[src/hdl/pcsu_defs.vh]
// constants for the program-counter, stack and indirect addressing unit
`ifndef PCSU_DEFS_VH
`define PCSU_DEFS_VH

// ----------------------------------------------------------------
// file addresses
// ----------------------------------------------------------------
`define PCSU_F_INDIRECT_ZERO   8'h00
`define PCSU_F_POINTER_ZERO    8'h01
`define PCSU_F_COUNTER_LOW     8'h02
`define PCSU_F_COUNTER_HOLD    8'h03
`define PCSU_F_INDIRECT_ONE    8'h08
`define PCSU_F_POINTER_ONE     8'h09
`define PCSU_F_TABLE_LOW       8'h0D
`define PCSU_F_TABLE_HIGH      8'h0E

// ----------------------------------------------------------------
// pointer mode fields in alu_status_reg bits 7:4
// ----------------------------------------------------------------
`define PCSU_MODE0_LSB         4
`define PCSU_MODE1_LSB         6
`define PCSU_MODE_DEC          2'b00
`define PCSU_MODE_INC          2'b01

// ----------------------------------------------------------------
// counter fields and widths
// ----------------------------------------------------------------
`define PCSU_JUMP_MSB          12
`define PCSU_HOLD_PAGE_LSB     5
`define PCSU_STACK_DEPTH       16
`define PCSU_STACK_FULL        5'h10
`define PCSU_RESET_VECTOR      16'h0000
`define PCSU_ZERO8             8'h00
`define PCSU_ZERO16            16'h0000
`define PCSU_ONE16             16'h0001
`define PCSU_TWO16             16'h0002
`define PCSU_ONE5              5'h01
`define PCSU_ONE4              4'h1

// ----------------------------------------------------------------
// counter operation codes
// ----------------------------------------------------------------
`define PCSU_OP_NONE           3'd0
`define PCSU_OP_CALL           3'd1
`define PCSU_OP_GOTO           3'd2
`define PCSU_OP_LONG_CALL      3'd3
`define PCSU_OP_RETURN         3'd4
`define PCSU_OP_VECTOR         3'd5

`endif

[src/hdl/pcsu_core.v]
// program counter, return stack, table pointer/latch and indirect addressing
`timescale 1ns/1ns
// Function
// - files 00h and 08h access memory at the address in pointer 01h or 09h
// - indirect read through a pointer holding 00h or 08h returns zero
// - indirect write through a pointer holding 00h or 08h is discarded
// - pointers increment, decrement or hold after each indirect access per status bits 7:4
// - files 0Dh and 0Eh form the 16-bit table address for table transfers
// - 16-bit table latch, unmapped, holds words moving between memories
// - 16-bit counter, low byte at file 02h, high byte not addressable
// - counter high holding latch at file 03h is the way to the high byte
// - counter increments at each fetch in the first quarter unless redirected
// - a taken skip advances the counter by two in total
// - long call loads high from holding latch, low from instruction bits 7:0
// - call or jump loads bits 12:0 and copies bits 15:13 into latch 7:5
// - reading counter low copies counter high into the holding latch
// - writing counter low loads it and loads the high byte from the latch
// - read-modify-write of counter low loads result, high from latch, latch kept
// - latch untouched by long call, returns and interrupt vector
// - 16x16 stack pushed on calls and interrupts, popped by returns
// - stack reachable only through push and pop
// - stack-available flag is 1 at reset, 0 when 16 held, 1 after pop
// - push on full stack loses oldest entry and clears flag until reset
// - pop from empty then push also clears the flag until reset
// - move between 00h and 08h transfers in one instruction cycle
// - latch write takes file data into low byte if select 0, else high
`include "pcsu_defs.vh"

module pcsu_core (
    input  wire        core_clk_i,
    input  wire        resetn_i,
    // quarter phase strobes
    input  wire        first_quarter_phase_i,
    input  wire        exec_strobe_i,
    // file access from the execution stage
    input  wire [7:0]  rd_addr_i,
    input  wire        rd_en_i,
    input  wire [7:0]  wr_addr_i,
    input  wire        wr_en_i,
    input  wire [7:0]  wr_data_i,
    input  wire        rmw_i,
    input  wire [7:0]  alu_status_reg_i,
    input  wire [7:0]  mem_rd_data_i,
    // counter control
    input  wire [2:0]  pc_op_i,
    input  wire [15:0] instruction_word_i,
    input  wire [15:0] vector_i,
    input  wire        skip_i,
    // table transfers
    input  wire        hold_write_instr_i,
    input  wire        hold_select_i,
    input  wire        table_read_instr_i,
    input  wire [15:0] prog_rd_data_i,
    // outputs
    output reg  [7:0]  rd_data_o,
    output reg  [7:0]  mem_rd_addr_o,
    output reg  [7:0]  mem_wr_addr_o,
    output reg         mem_wr_en_o,
    output reg  [7:0]  mem_wr_data_o,
    output reg  [15:0] prog_addr_o,
    output reg  [15:0] table_address_o,
    output reg  [15:0] table_hold_word_o,
    output reg         stack_available_flag_o
);

    // ----------------------------------------------------------------
    // helpers
    // ----------------------------------------------------------------
    function is_indirect;
        input [7:0] a;
        begin
            is_indirect = (a == `PCSU_F_INDIRECT_ZERO) || (a == `PCSU_F_INDIRECT_ONE);
        end
    endfunction

    function [7:0] step_ptr;
        input [7:0] p;
        input [1:0] mode;
        begin
            case (mode)
                `PCSU_MODE_DEC: step_ptr = p - 8'h01;
                `PCSU_MODE_INC: step_ptr = p + 8'h01;
                default:        step_ptr = p;
            endcase
        end
    endfunction

    // ----------------------------------------------------------------
    // state
    // ----------------------------------------------------------------
    reg [7:0]  file_pointer_zero_q;
    reg [7:0]  file_pointer_one_q;
    reg [7:0]  hold_q;
    reg [15:0] pc_q;
    reg [7:0]  table_address_low_q;
    reg [7:0]  table_address_high_q;
    reg [7:0]  table_hold_low_q;
    reg [7:0]  table_hold_high_q;
    reg [15:0] stack_mem [0:`PCSU_STACK_DEPTH-1];
    reg [3:0]  stack_ptr_q;
    reg [4:0]  stack_count_q;
    reg        underflowed_q;
    reg        overflowed_q;

    // ----------------------------------------------------------------
    // indirect address resolution
    // ----------------------------------------------------------------
    wire       rd_ind     = is_indirect(rd_addr_i);
    wire       rd_use_one = (rd_addr_i == `PCSU_F_INDIRECT_ONE);
    wire [7:0] rd_target  = rd_ind ? (rd_use_one ? file_pointer_one_q : file_pointer_zero_q) : rd_addr_i;
    wire       rd_self    = rd_ind && is_indirect(rd_target);
    wire       wr_ind     = is_indirect(wr_addr_i);
    wire       wr_use_one = (wr_addr_i == `PCSU_F_INDIRECT_ONE);
    wire [7:0] wr_target  = wr_ind ? (wr_use_one ? file_pointer_one_q : file_pointer_zero_q) : wr_addr_i;
    wire       wr_self    = wr_ind && is_indirect(wr_target);
    // a write through a self-pointing pointer becomes a no-operation
    wire       wr_live    = exec_strobe_i && wr_en_i && !wr_self;

    // ----------------------------------------------------------------
    // read mux; pointers held at file addresses are served here
    // ----------------------------------------------------------------
    reg [7:0] rd_value;
    always @* begin
        if (rd_self) begin
            rd_value = `PCSU_ZERO8;
        end else begin
            case (rd_target)
                `PCSU_F_POINTER_ZERO: rd_value = file_pointer_zero_q;
                `PCSU_F_POINTER_ONE:  rd_value = file_pointer_one_q;
                `PCSU_F_COUNTER_LOW:  rd_value = pc_q[7:0];
                `PCSU_F_COUNTER_HOLD: rd_value = hold_q;
                `PCSU_F_TABLE_LOW:    rd_value = table_address_low_q;
                `PCSU_F_TABLE_HIGH:   rd_value = table_address_high_q;
                default:              rd_value = mem_rd_data_i;
            endcase
        end
    end

    // memory side is registered and follows one clock later, so a 00h/08h move reaches memory on the next cycle
    always @(posedge core_clk_i or negedge resetn_i) begin
        if (!resetn_i) begin
            rd_data_o     <= `PCSU_ZERO8;
            mem_rd_addr_o <= `PCSU_ZERO8;
            mem_wr_addr_o <= `PCSU_ZERO8;
            mem_wr_en_o   <= 1'b0;
            mem_wr_data_o <= `PCSU_ZERO8;
        end else begin
            rd_data_o     <= rd_value;
            mem_rd_addr_o <= rd_target;
            mem_wr_addr_o <= wr_target;
            mem_wr_en_o   <= wr_live;
            mem_wr_data_o <= wr_data_i;
        end
    end

    // ----------------------------------------------------------------
    // file pointers
    // ----------------------------------------------------------------
    wire acc0 = exec_strobe_i && ((rd_en_i && rd_ind && !rd_use_one) || (wr_en_i && wr_ind && !wr_use_one));
    wire acc1 = exec_strobe_i && ((rd_en_i && rd_ind && rd_use_one) || (wr_en_i && wr_ind && wr_use_one));
    wire [1:0] mode0 = alu_status_reg_i[`PCSU_MODE0_LSB+1:`PCSU_MODE0_LSB];
    wire [1:0] mode1 = alu_status_reg_i[`PCSU_MODE1_LSB+1:`PCSU_MODE1_LSB];

    always @(posedge core_clk_i or negedge resetn_i) begin
        if (!resetn_i) begin
            file_pointer_zero_q <= `PCSU_ZERO8;
            file_pointer_one_q  <= `PCSU_ZERO8;
        end else begin
            // a direct write wins over the post-access step
            if (wr_live && wr_target == `PCSU_F_POINTER_ZERO) begin
                file_pointer_zero_q <= wr_data_i;
            end else if (acc0) begin
                file_pointer_zero_q <= step_ptr(file_pointer_zero_q, mode0);
            end
            if (wr_live && wr_target == `PCSU_F_POINTER_ONE) begin
                file_pointer_one_q <= wr_data_i;
            end else if (acc1) begin
                file_pointer_one_q <= step_ptr(file_pointer_one_q, mode1);
            end
        end
    end

    // ----------------------------------------------------------------
    // table pointer and table latch
    // ----------------------------------------------------------------
    always @(posedge core_clk_i or negedge resetn_i) begin
        if (!resetn_i) begin
            table_address_low_q  <= `PCSU_ZERO8;
            table_address_high_q <= `PCSU_ZERO8;
            table_hold_low_q     <= `PCSU_ZERO8;
            table_hold_high_q    <= `PCSU_ZERO8;
            table_address_o      <= `PCSU_ZERO16;
            table_hold_word_o    <= `PCSU_ZERO16;
        end else begin
            if (wr_live && wr_target == `PCSU_F_TABLE_LOW) begin
                table_address_low_q <= wr_data_i;
            end
            if (wr_live && wr_target == `PCSU_F_TABLE_HIGH) begin
                table_address_high_q <= wr_data_i;
            end
            if (exec_strobe_i && table_read_instr_i) begin
                table_hold_low_q  <= prog_rd_data_i[7:0];
                table_hold_high_q <= prog_rd_data_i[15:8];
            end else if (exec_strobe_i && hold_write_instr_i) begin
                if (hold_select_i) begin
                    table_hold_high_q <= rd_value;
                end else begin
                    table_hold_low_q <= rd_value;
                end
            end
            table_address_o   <= {table_address_high_q, table_address_low_q};
            table_hold_word_o <= {table_hold_high_q, table_hold_low_q};
        end
    end

    // ----------------------------------------------------------------
    // return stack; storage has no file address, only push and pop
    // ----------------------------------------------------------------
    wire do_push = exec_strobe_i && (pc_op_i == `PCSU_OP_CALL || pc_op_i == `PCSU_OP_LONG_CALL ||
                                     pc_op_i == `PCSU_OP_VECTOR);
    wire do_pop  = exec_strobe_i && (pc_op_i == `PCSU_OP_RETURN);
    wire [3:0]  top_idx = stack_ptr_q - `PCSU_ONE4;
    wire [15:0] top_val = stack_mem[top_idx];

    always @(posedge core_clk_i) begin
        if (do_push) begin
            stack_mem[stack_ptr_q] <= pc_q;
        end
    end

    always @(posedge core_clk_i or negedge resetn_i) begin
        if (!resetn_i) begin
            stack_ptr_q            <= 4'h0;
            stack_count_q          <= 5'h00;
            underflowed_q          <= 1'b0;
            overflowed_q           <= 1'b0;
            stack_available_flag_o <= 1'b1;
        end else begin
            if (do_push) begin
                // pointer wraps, overwriting the oldest slot when full
                stack_ptr_q <= stack_ptr_q + `PCSU_ONE4;
                if (stack_count_q == `PCSU_STACK_FULL || underflowed_q) begin
                    overflowed_q <= 1'b1;
                end else begin
                    stack_count_q <= stack_count_q + `PCSU_ONE5;
                end
            end else if (do_pop) begin
                stack_ptr_q <= top_idx;
                if (stack_count_q == 5'h00) begin
                    underflowed_q <= 1'b1;
                end else begin
                    stack_count_q <= stack_count_q - `PCSU_ONE5;
                end
            end
            stack_available_flag_o <= !overflowed_q && !(do_push && (underflowed_q ||
                                       stack_count_q == `PCSU_STACK_FULL)) &&
                                      (do_pop ? 1'b1 : (do_push ? stack_count_q != `PCSU_STACK_FULL - `PCSU_ONE5
                                                                : stack_count_q != `PCSU_STACK_FULL));
        end
    end

    // ----------------------------------------------------------------
    // program counter and holding latch
    // ----------------------------------------------------------------
    reg [15:0] pc_d;
    reg [7:0]  hold_d;
    always @* begin
        pc_d   = pc_q;
        hold_d = hold_q;
        if (wr_live && wr_target == `PCSU_F_COUNTER_HOLD) begin
            hold_d = wr_data_i;
        end
        if (first_quarter_phase_i) begin
            pc_d = pc_q + (skip_i ? `PCSU_TWO16 : `PCSU_ONE16);
        end
        if (exec_strobe_i) begin
            if (rd_en_i && rd_target == `PCSU_F_COUNTER_LOW && !rmw_i) begin
                hold_d = pc_q[15:8];
            end
            case (pc_op_i)
                `PCSU_OP_CALL, `PCSU_OP_GOTO: begin
                    pc_d = {pc_q[15:`PCSU_JUMP_MSB+1], instruction_word_i[`PCSU_JUMP_MSB:0]};
                    hold_d[7:`PCSU_HOLD_PAGE_LSB] = pc_q[15:`PCSU_JUMP_MSB+1];
                end
                `PCSU_OP_LONG_CALL: pc_d = {hold_q, instruction_word_i[7:0]};
                `PCSU_OP_RETURN:    pc_d = top_val;
                `PCSU_OP_VECTOR:    pc_d = vector_i;
                default: begin
                    if (wr_live && wr_target == `PCSU_F_COUNTER_LOW) begin
                        pc_d   = {hold_q, wr_data_i};
                        hold_d = hold_q;
                    end
                end
            endcase
        end
    end

    always @(posedge core_clk_i or negedge resetn_i) begin
        if (!resetn_i) begin
            pc_q        <= `PCSU_RESET_VECTOR;
            hold_q      <= `PCSU_ZERO8;
            prog_addr_o <= `PCSU_RESET_VECTOR;
        end else begin
            pc_q        <= pc_d;
            hold_q      <= hold_d;
            prog_addr_o <= pc_d;
        end
    end

endmodule

[config.mk]
export PLATFORM = sky130hd
export DESIGN_NAME = pcsu_core
export DESIGN_NICKNAME = d
export VERILOG_FILES = /design/src/hdl/pcsu_core.v
export VERILOG_INCLUDE_DIRS = /design/src /design/src/hdl
export SDC_FILE = /design/constraint.sdc
export NUM_CORES = 1
export LEC_CHECK = 0
export BUFFER_PORTS_ARGS = -buffer_cell sky130_fd_sc_hd__buf_2
export CAP_MARGIN = 25
export CORE_MARGIN = 4
export CORE_UTILIZATION = 45
export CTS_CLUSTER_DIAMETER = 50
export DETAILED_ROUTE_END_ITERATION = 7
export GPL_TIMING_DRIVEN = 0
export PLACE_DENSITY_LB_ADDON = 0.15
export SLEW_MARGIN = 40
export SYNTH_ARGS = -nofsm -noshare
export SYNTH_HDL_FRONTEND = slang
export SYNTH_SLANG_ARGS = --single-unit
[constraint.sdc]
create_clock -name core_clk_i -period 5.2 [get_ports core_clk_i]
set_input_delay 0.26 -clock core_clk_i [delete_from_list [all_inputs] [get_ports core_clk_i]]
set_output_delay 0.26 -clock core_clk_i [all_outputs]
set_load 0.01 [all_outputs]
# Word level (Yosys, flattened, before mapping)

Memory sizes are Yosys's and may differ from the RTL's.
Cells that the tools add are included.

Equality and inequality tests: 32
Add/subtract/negate cells: 9
Multiplexer cells: 39
Bitwise logic cells: 1
Reduce and logical (&&, ||, !) cells: 66

Operators with widths:

| cell                                                 | count |
|---|---|
| two-way mux 8 bit                                    | 19 |
| equality test 8 x 4 -> 1 bit (second input constant) | 10 |
| case mux 16 bit (4 select lines)                     | 1 |
| two-way mux 16 bit                                   | 3 |
| case mux 8 bit (6 select lines)                      | 1 |
| equality test 8 x 2 -> 1 bit (second input constant) | 4 |
| zero test 8 bit                                      | 4 |
| case mux 8 bit (2 select lines)                      | 2 |
| logical AND 1 bit                                    | 27 |
| two-way mux 5 bit                                    | 5 |
| adder 16 x 2 -> 16 bit                               | 1 |
| adder 8 x 1 -> 8 bit (second input constant)         | 2 |
| equality test 8 x 1 -> 1 bit (second input constant) | 2 |
| subtractor 8 x 1 -> 8 bit (second input constant)    | 2 |
| AND reduction 2 bit                                  | 5 |
| nonzero test 2 bit                                   | 5 |
| logical OR 1 bit                                     | 9 |
| two-way mux 4 bit                                    | 2 |
| equality test 3 x 2 -> 1 bit (second input constant) | 2 |
| equality test 3 bit (second input constant)          | 2 |
| zero test 1 bit                                      | 6 |
| != test 2 bit (second input constant)                | 3 |
| case mux 3 bit (2 select lines)                      | 1 |
| AND reduction 3 bit                                  | 2 |
| 21 further kinds                                     | 27 |

Word-level logic and storage cells: 170
Memories kept: 1
Register bits: 149
Memory bits (writable): 256

Memory list:

| name      | depth | width | rd ports | clocked after memory_dff | wr ports | line           | text |
|---|---|---|---|---|---|---|---|
| stack_mem | 16    | 16    | 1        | 0                        | 1        | pcsu_core.v:99 | `` reg [15:0] stack_mem [0:`PCSU_STACK_DEPTH-1]; `` |

# Longest topological paths before layout

Word-level depth: 14
Mapped depth: 15

# Worst setup path before layout

No wires, ideal clock.

Kind: register to register
From: register stack_ptr_q[0]
To: register pc_q[3]
Clock period less this slack: 3.869 ns
Data arrival time: 3.750 ns
Setup time: 0.119 ns
Data required time: 5.081 ns
Path slack: 1.331 ns
Stages on the path, launching flop included: 16
Buffers on the path: 7
Cell sequence: dfrtp_1 > clkbuf_1 > buf_2 > buf_2 > buf_2 > inv_1 > ha_1 > clkbuf_1 > buf_1 > buf_1 > mux4_2 > mux2i_1 > a21oi_1 > a21oi_1 > o21ai_1 > o21a_1

Cells in the longest elaborated chain, start to end: 4

Ends and longest elaborated chain:

| what                                | line            | text |
|---|---|---|
| from (decl)                         | pcsu_core.v:100 | `reg [3:0] stack_ptr_q;` |
| from (signal assigned)              | pcsu_core.v:241 | `` stack_ptr_q <= stack_ptr_q + `PCSU_ONE4; `` |
| from (signal assigned)              | pcsu_core.v:248 | `stack_ptr_q <= top_idx;` |
| subtractor 4 x 1 -> 4 bit (no line) | --              |  |
| memory read (16 x 16 bit)           | --              |  |
| case mux 16 bit (4 select lines)    | pcsu_core.v:280 | `case (pc_op_i)` |
| two-way mux 16 bit                  | pcsu_core.v:276 | `if (exec_strobe_i) begin` |
| via pc_d[3]                         | pcsu_core.v:265 | `reg [15:0] pc_d;` |
| to (signal assigned)                | pcsu_core.v:300 | `` pc_q <= `PCSU_RESET_VECTOR; `` |
| to (signal assigned)                | pcsu_core.v:304 | `pc_q <= pc_d;` |
| to (decl)                           | pcsu_core.v:94  | `reg [15:0] pc_q;` |

The timed path passes the listed nets, and every way through them passes these cells.
A chain may end at the register's enable or synchronous reset.

# Final worst setup path

From: register stack_ptr_q[0]
To: register pc_q[1]

Same word-level chain as after synthesis.

==> impl_metrics.csv <==
group,metric,value,unit
detailed_routing,postRouteAntennaNets,0,
floorplan,start_util,45.6,%
sta,finalHoldViolations,0,
detailed_routing,viasPerCell,5.87,
floorplan,ios,184,
setup_path,end_kind,"flip-flop",
hold_path,hold-path-cell-count,3,
detailed_routing,met1_length,22.9,mm
placed_design,place_inst,1971,
clock_network,htreeDepth,2,
sta,fin_crit_sh,93.7,%
setup_path,crit_path_start_kind,"flip-flop",
detailed_routing,wl_per_cell,24.6,um
pwr,p_total,10.3,mW
hold_path,hold_end,"table_hold_low_q[1]$_DFFE_PN0P_",
detailed_routing,routed-wl-met2,23.0,mm
grt,grt_pass1_vias,12300,
floorplan,die_w,209,um
layout,fin_nets,1655,
detailed_routing,top_layer,"met5",
detailed_routing,drc_errors,0,
sta,setup_violations,0,
floorplan,core_area,39700,um2
placed_design,io_buffers,174,
detailed_routing,dr_total_vias,12300,
clock_network,cts_sinks,405,
pwr,leakage,8.40,nW
clock_network,clockRootBuffer,"clkbuf_16",
layout,syn2layout_area_growth,19.9,%
sta,period_minus_slack,4.87,ns
detailed_routing,drt_first_pass_iters,5,
grt,grt_pass1_wl,77.2,mm
layout,layout.cells.non_filler,2090,
logic_synthesis,synth.avg_cell_area,14.5,um2
layout,final_core_util,54.7,%
placed_design,dp_hpwl,35.4,mm
sta,tns,0,ns
clock_network,numCtsBuffers,46,
sta,maxSlewViolCount,0,
setup_path,crit_required,5.65,ns
logic_synthesis,async_flop_share,36.8,%
sta,finalClockSkew,0.0192,ns
detailed_routing,wl,51.3,mm
layout,layout_common_cells,"edfxtp_1 (256), buf_2 (203), dfrtp_1 (146)",
logic_synthesis,syn_nets,1382,
floorplan,row_count,73,
hold_path,min-delay-start,"prog_rd_data_i[1]",
pwr,p_per_area,476,nW/um2
layout,drive_above_1_share,27.3,%
floorplan,die_area,43500,um2
clock_network,clk_pin_slew,0.06,ns
setup_path,slowest_delay,0.42,ns
status,outcome,"completed",
setup_path,reg2reg_depth,15,
hold_path,hold_class,"in -> reg",
sta,hold_ws,0.0188,ns
sta,relSlewSlack,41.4,%
setup_path,r2r_start,"stack_ptr_q[0]$_DFFE_PN0P_",
logic_synthesis,syn_area,18100,um2
setup_path,r2r_end,"pc_q[1]$_DFF_PN0_",
detailed_routing,drtIter0Drc,1106,
logic_synthesis,ys_ff_latch,405,
grt,grt_antenna_before_repair,7,
pwr,peakVddDrop,0.000250,V
logic_synthesis,synthCells,1254,
logic_synthesis,yosysUniqueCellTypes,86,
sta,rsz0062_at_grt,"false",
layout,nFillCells,3251,
setup_path,crit_chain,"clkbuf_1 > buf_2 > buf_2 > buf_2 > inv_1 > ha_1 > clkbuf_2 > buf_2 > buf_2 > mux4_2 > mux2i_1 > a21oi_1 > a21oi_1 > o21ai_1 > o21a_1",
logic_synthesis,ys_warn_count,0,
setup_path,crit_arrival,5.32,ns
placed_design,gp_congestion,0.904,
detailed_routing,wl_met3,4.32,mm
clock_network,cts_tree,"built",
floorplan,die_h,209,um
setup_path,cp_common_cell,"buf_2",
layout,final_common_cell,"edfxtp_1",
setup_path,path_max_fanout,10,
sta,timing.fmax,205,MHz
clock_network,cts_buffer_depth,3,
grt,grt_max_degree,60,
logic_synthesis,synth_edf_count,256,
grt,grt_util_all_layers,23.3,%
clock_network,insertion_delay,0.58,ns
grt,grt_overflow,0,
sta,worstMarginPinSlew,0.872,ns
clock_network,cts_setup_buffers,0,
flow_run,cap_violations,0,
logic_synthesis,yosysSeqAreaShare,63.0,%
setup_path,cp_slowest_cell,"buf_2",
setup_path,worst-r2r-setup-slack,0.33,ns
setup_path,crit_type,"reg -> reg",
logic_synthesis,synth_flop_cell,"edfxtp_1",
## cell type report
cell class,instances,area [um2],area share [%]
Antenna cell,3,7.51,0.0346
Sequential cell,405,11400,52.6
Timing Repair Buffer,225,1350,6.20
Clock inverter,11,129,0.593
Tap cell,525,657,3.02
Buffer,56,240,1.11
Multi-Input combinational cell,752,6420,29.6
Clock buffer,72,1350,6.21
Inverter,41,154,0.708
## stage by stage
stage	setup slack, ns	instance area (um2)
floorplan	1.33	18100
global placement	-1.01	19700
detailed placement	-0.583	19900
CTS	0.0532	21700
global route	0.000730	21700
finish	0.327	21700
## power by group
group | internal [mW] | leakage, nW | switching [mW]
sequential | 3.85 | 4.14 | 0.391
combinational | 1.36 | 3.54 | 1.61
clock | 1.88 | 0.720 | 1.26
total | 7.08 | 8.40 | 3.26
## how the worst max path moves through the flow
stage / slack (ns) / startpoint / cells past startpoint / end
finish: 0.33 / stack_ptr_q[0]$_DFFE_PN0P_ / 15 / pc_q[1]$_DFF_PN0_
CTS: 0.05 / stack_ptr_q[0]$_DFFE_PN0P_ / 14 / pc_q[4]$_DFF_PN0_
floorplan: 1.33 / stack_ptr_q[0]$_DFFE_PN0P_ / 15 / pc_q[3]$_DFF_PN0_
detailed placement: -0.58 / stack_ptr_q[0]$_DFFE_PN0P_ / 15 / pc_q[1]$_DFF_PN0_
global placement: -1.01 / stack_ptr_q[0]$_DFFE_PN0P_ / 7 / stack_mem[2][12]$_DFFE_PP_
global route: 0.0007 / stack_ptr_q[0]$_DFFE_PN0P_ / 15 / pc_q[1]$_DFF_PN0_
## sequential cells by signal, indices dropped and copies added (netlist names)
| name | flops |
|---|---|
| table_hold_high_q | 8 |
| mem_wr_addr_o | 8 |
| table_address_low_q | 8 |
| stack_available_flag_o | 1 |
| mem_wr_data_o | 8 |
| hold_q | 8 |
| mem_rd_addr_o | 8 |
| stack_mem | 256 |
| file_pointer_zero_q | 8 |
| table_address_o | 16 |
| stack_ptr_q | 4 |
| table_hold_word_o | 16 |
| underflowed_q | 1 |
| pc_q | 16 |
| table_address_high_q | 8 |
| mem_wr_en_o | 1 |
| table_hold_low_q | 8 |
| overflowed_q | 1 |
| stack_count_q | 5 |
| rd_data_o | 8 |
| file_pointer_one_q | 8 |
## routing by layer
layer	up-vias	track usage, %
li1	5438	-
met1	6253	35.4
met2	496	34.2
met3	71	5.22
met4	2	6.44
met5	-	0
## cell families after synthesis
group / after synthesis / synth area share [%]
AO/OA/AOI/OAI: 286 / 11.0
XOR/XNOR: 35 / 1.69
adder cells (fa/ha/maj): 26 / 1.96
buffers and inverters: 97 / 2.09
flip-flops: 405 / 63.0
multiplexers: 132 / 12.3
AND/OR/NAND/NOR: 273 / 7.98
## what timing repair did
item,4_1_cts,5_1_grt
setup endpoints to repair,10,10
gates resized for setup,5,6
hold endpoints to repair,140,0
hold buffers,33,0
pin swaps,0,0
## synth_stat cells (15+ instances only)
master,n,share of area (%)
ha_1,22,1.5
mux2_2,22,1.4
dfrtp_1,148,20
xnor2_1,26,1.3
a22o_1,15,0.72
edfxtp_1,256,42
a21oi_1,76,2.1
clkbuf_1,38,0.79
inv_1,39,0.81
and2_1,16,0.55
nor2b_1,16,0.55
o22ai_1,16,0.55
nor3_1,19,0.52
o21ai_0,30,0.83
a211oi_1,17,0.70
mux4_2,70,8.7
a21o_1,16,0.66
mux2i_1,38,2.1
nand2_1,52,1.1
nor2_1,85,1.8
## worst max-delay path: cells and delay by family, from the launching register on
kind | cells | cell delay (ns)
fa+ha+maj | 1 | 0.42
mux | 2 | 0.52
flops | 1 | 0.39
buf+inv | 8 | 2.76
compound gates | 4 | 0.62
(Power assumes the default switching activity.)
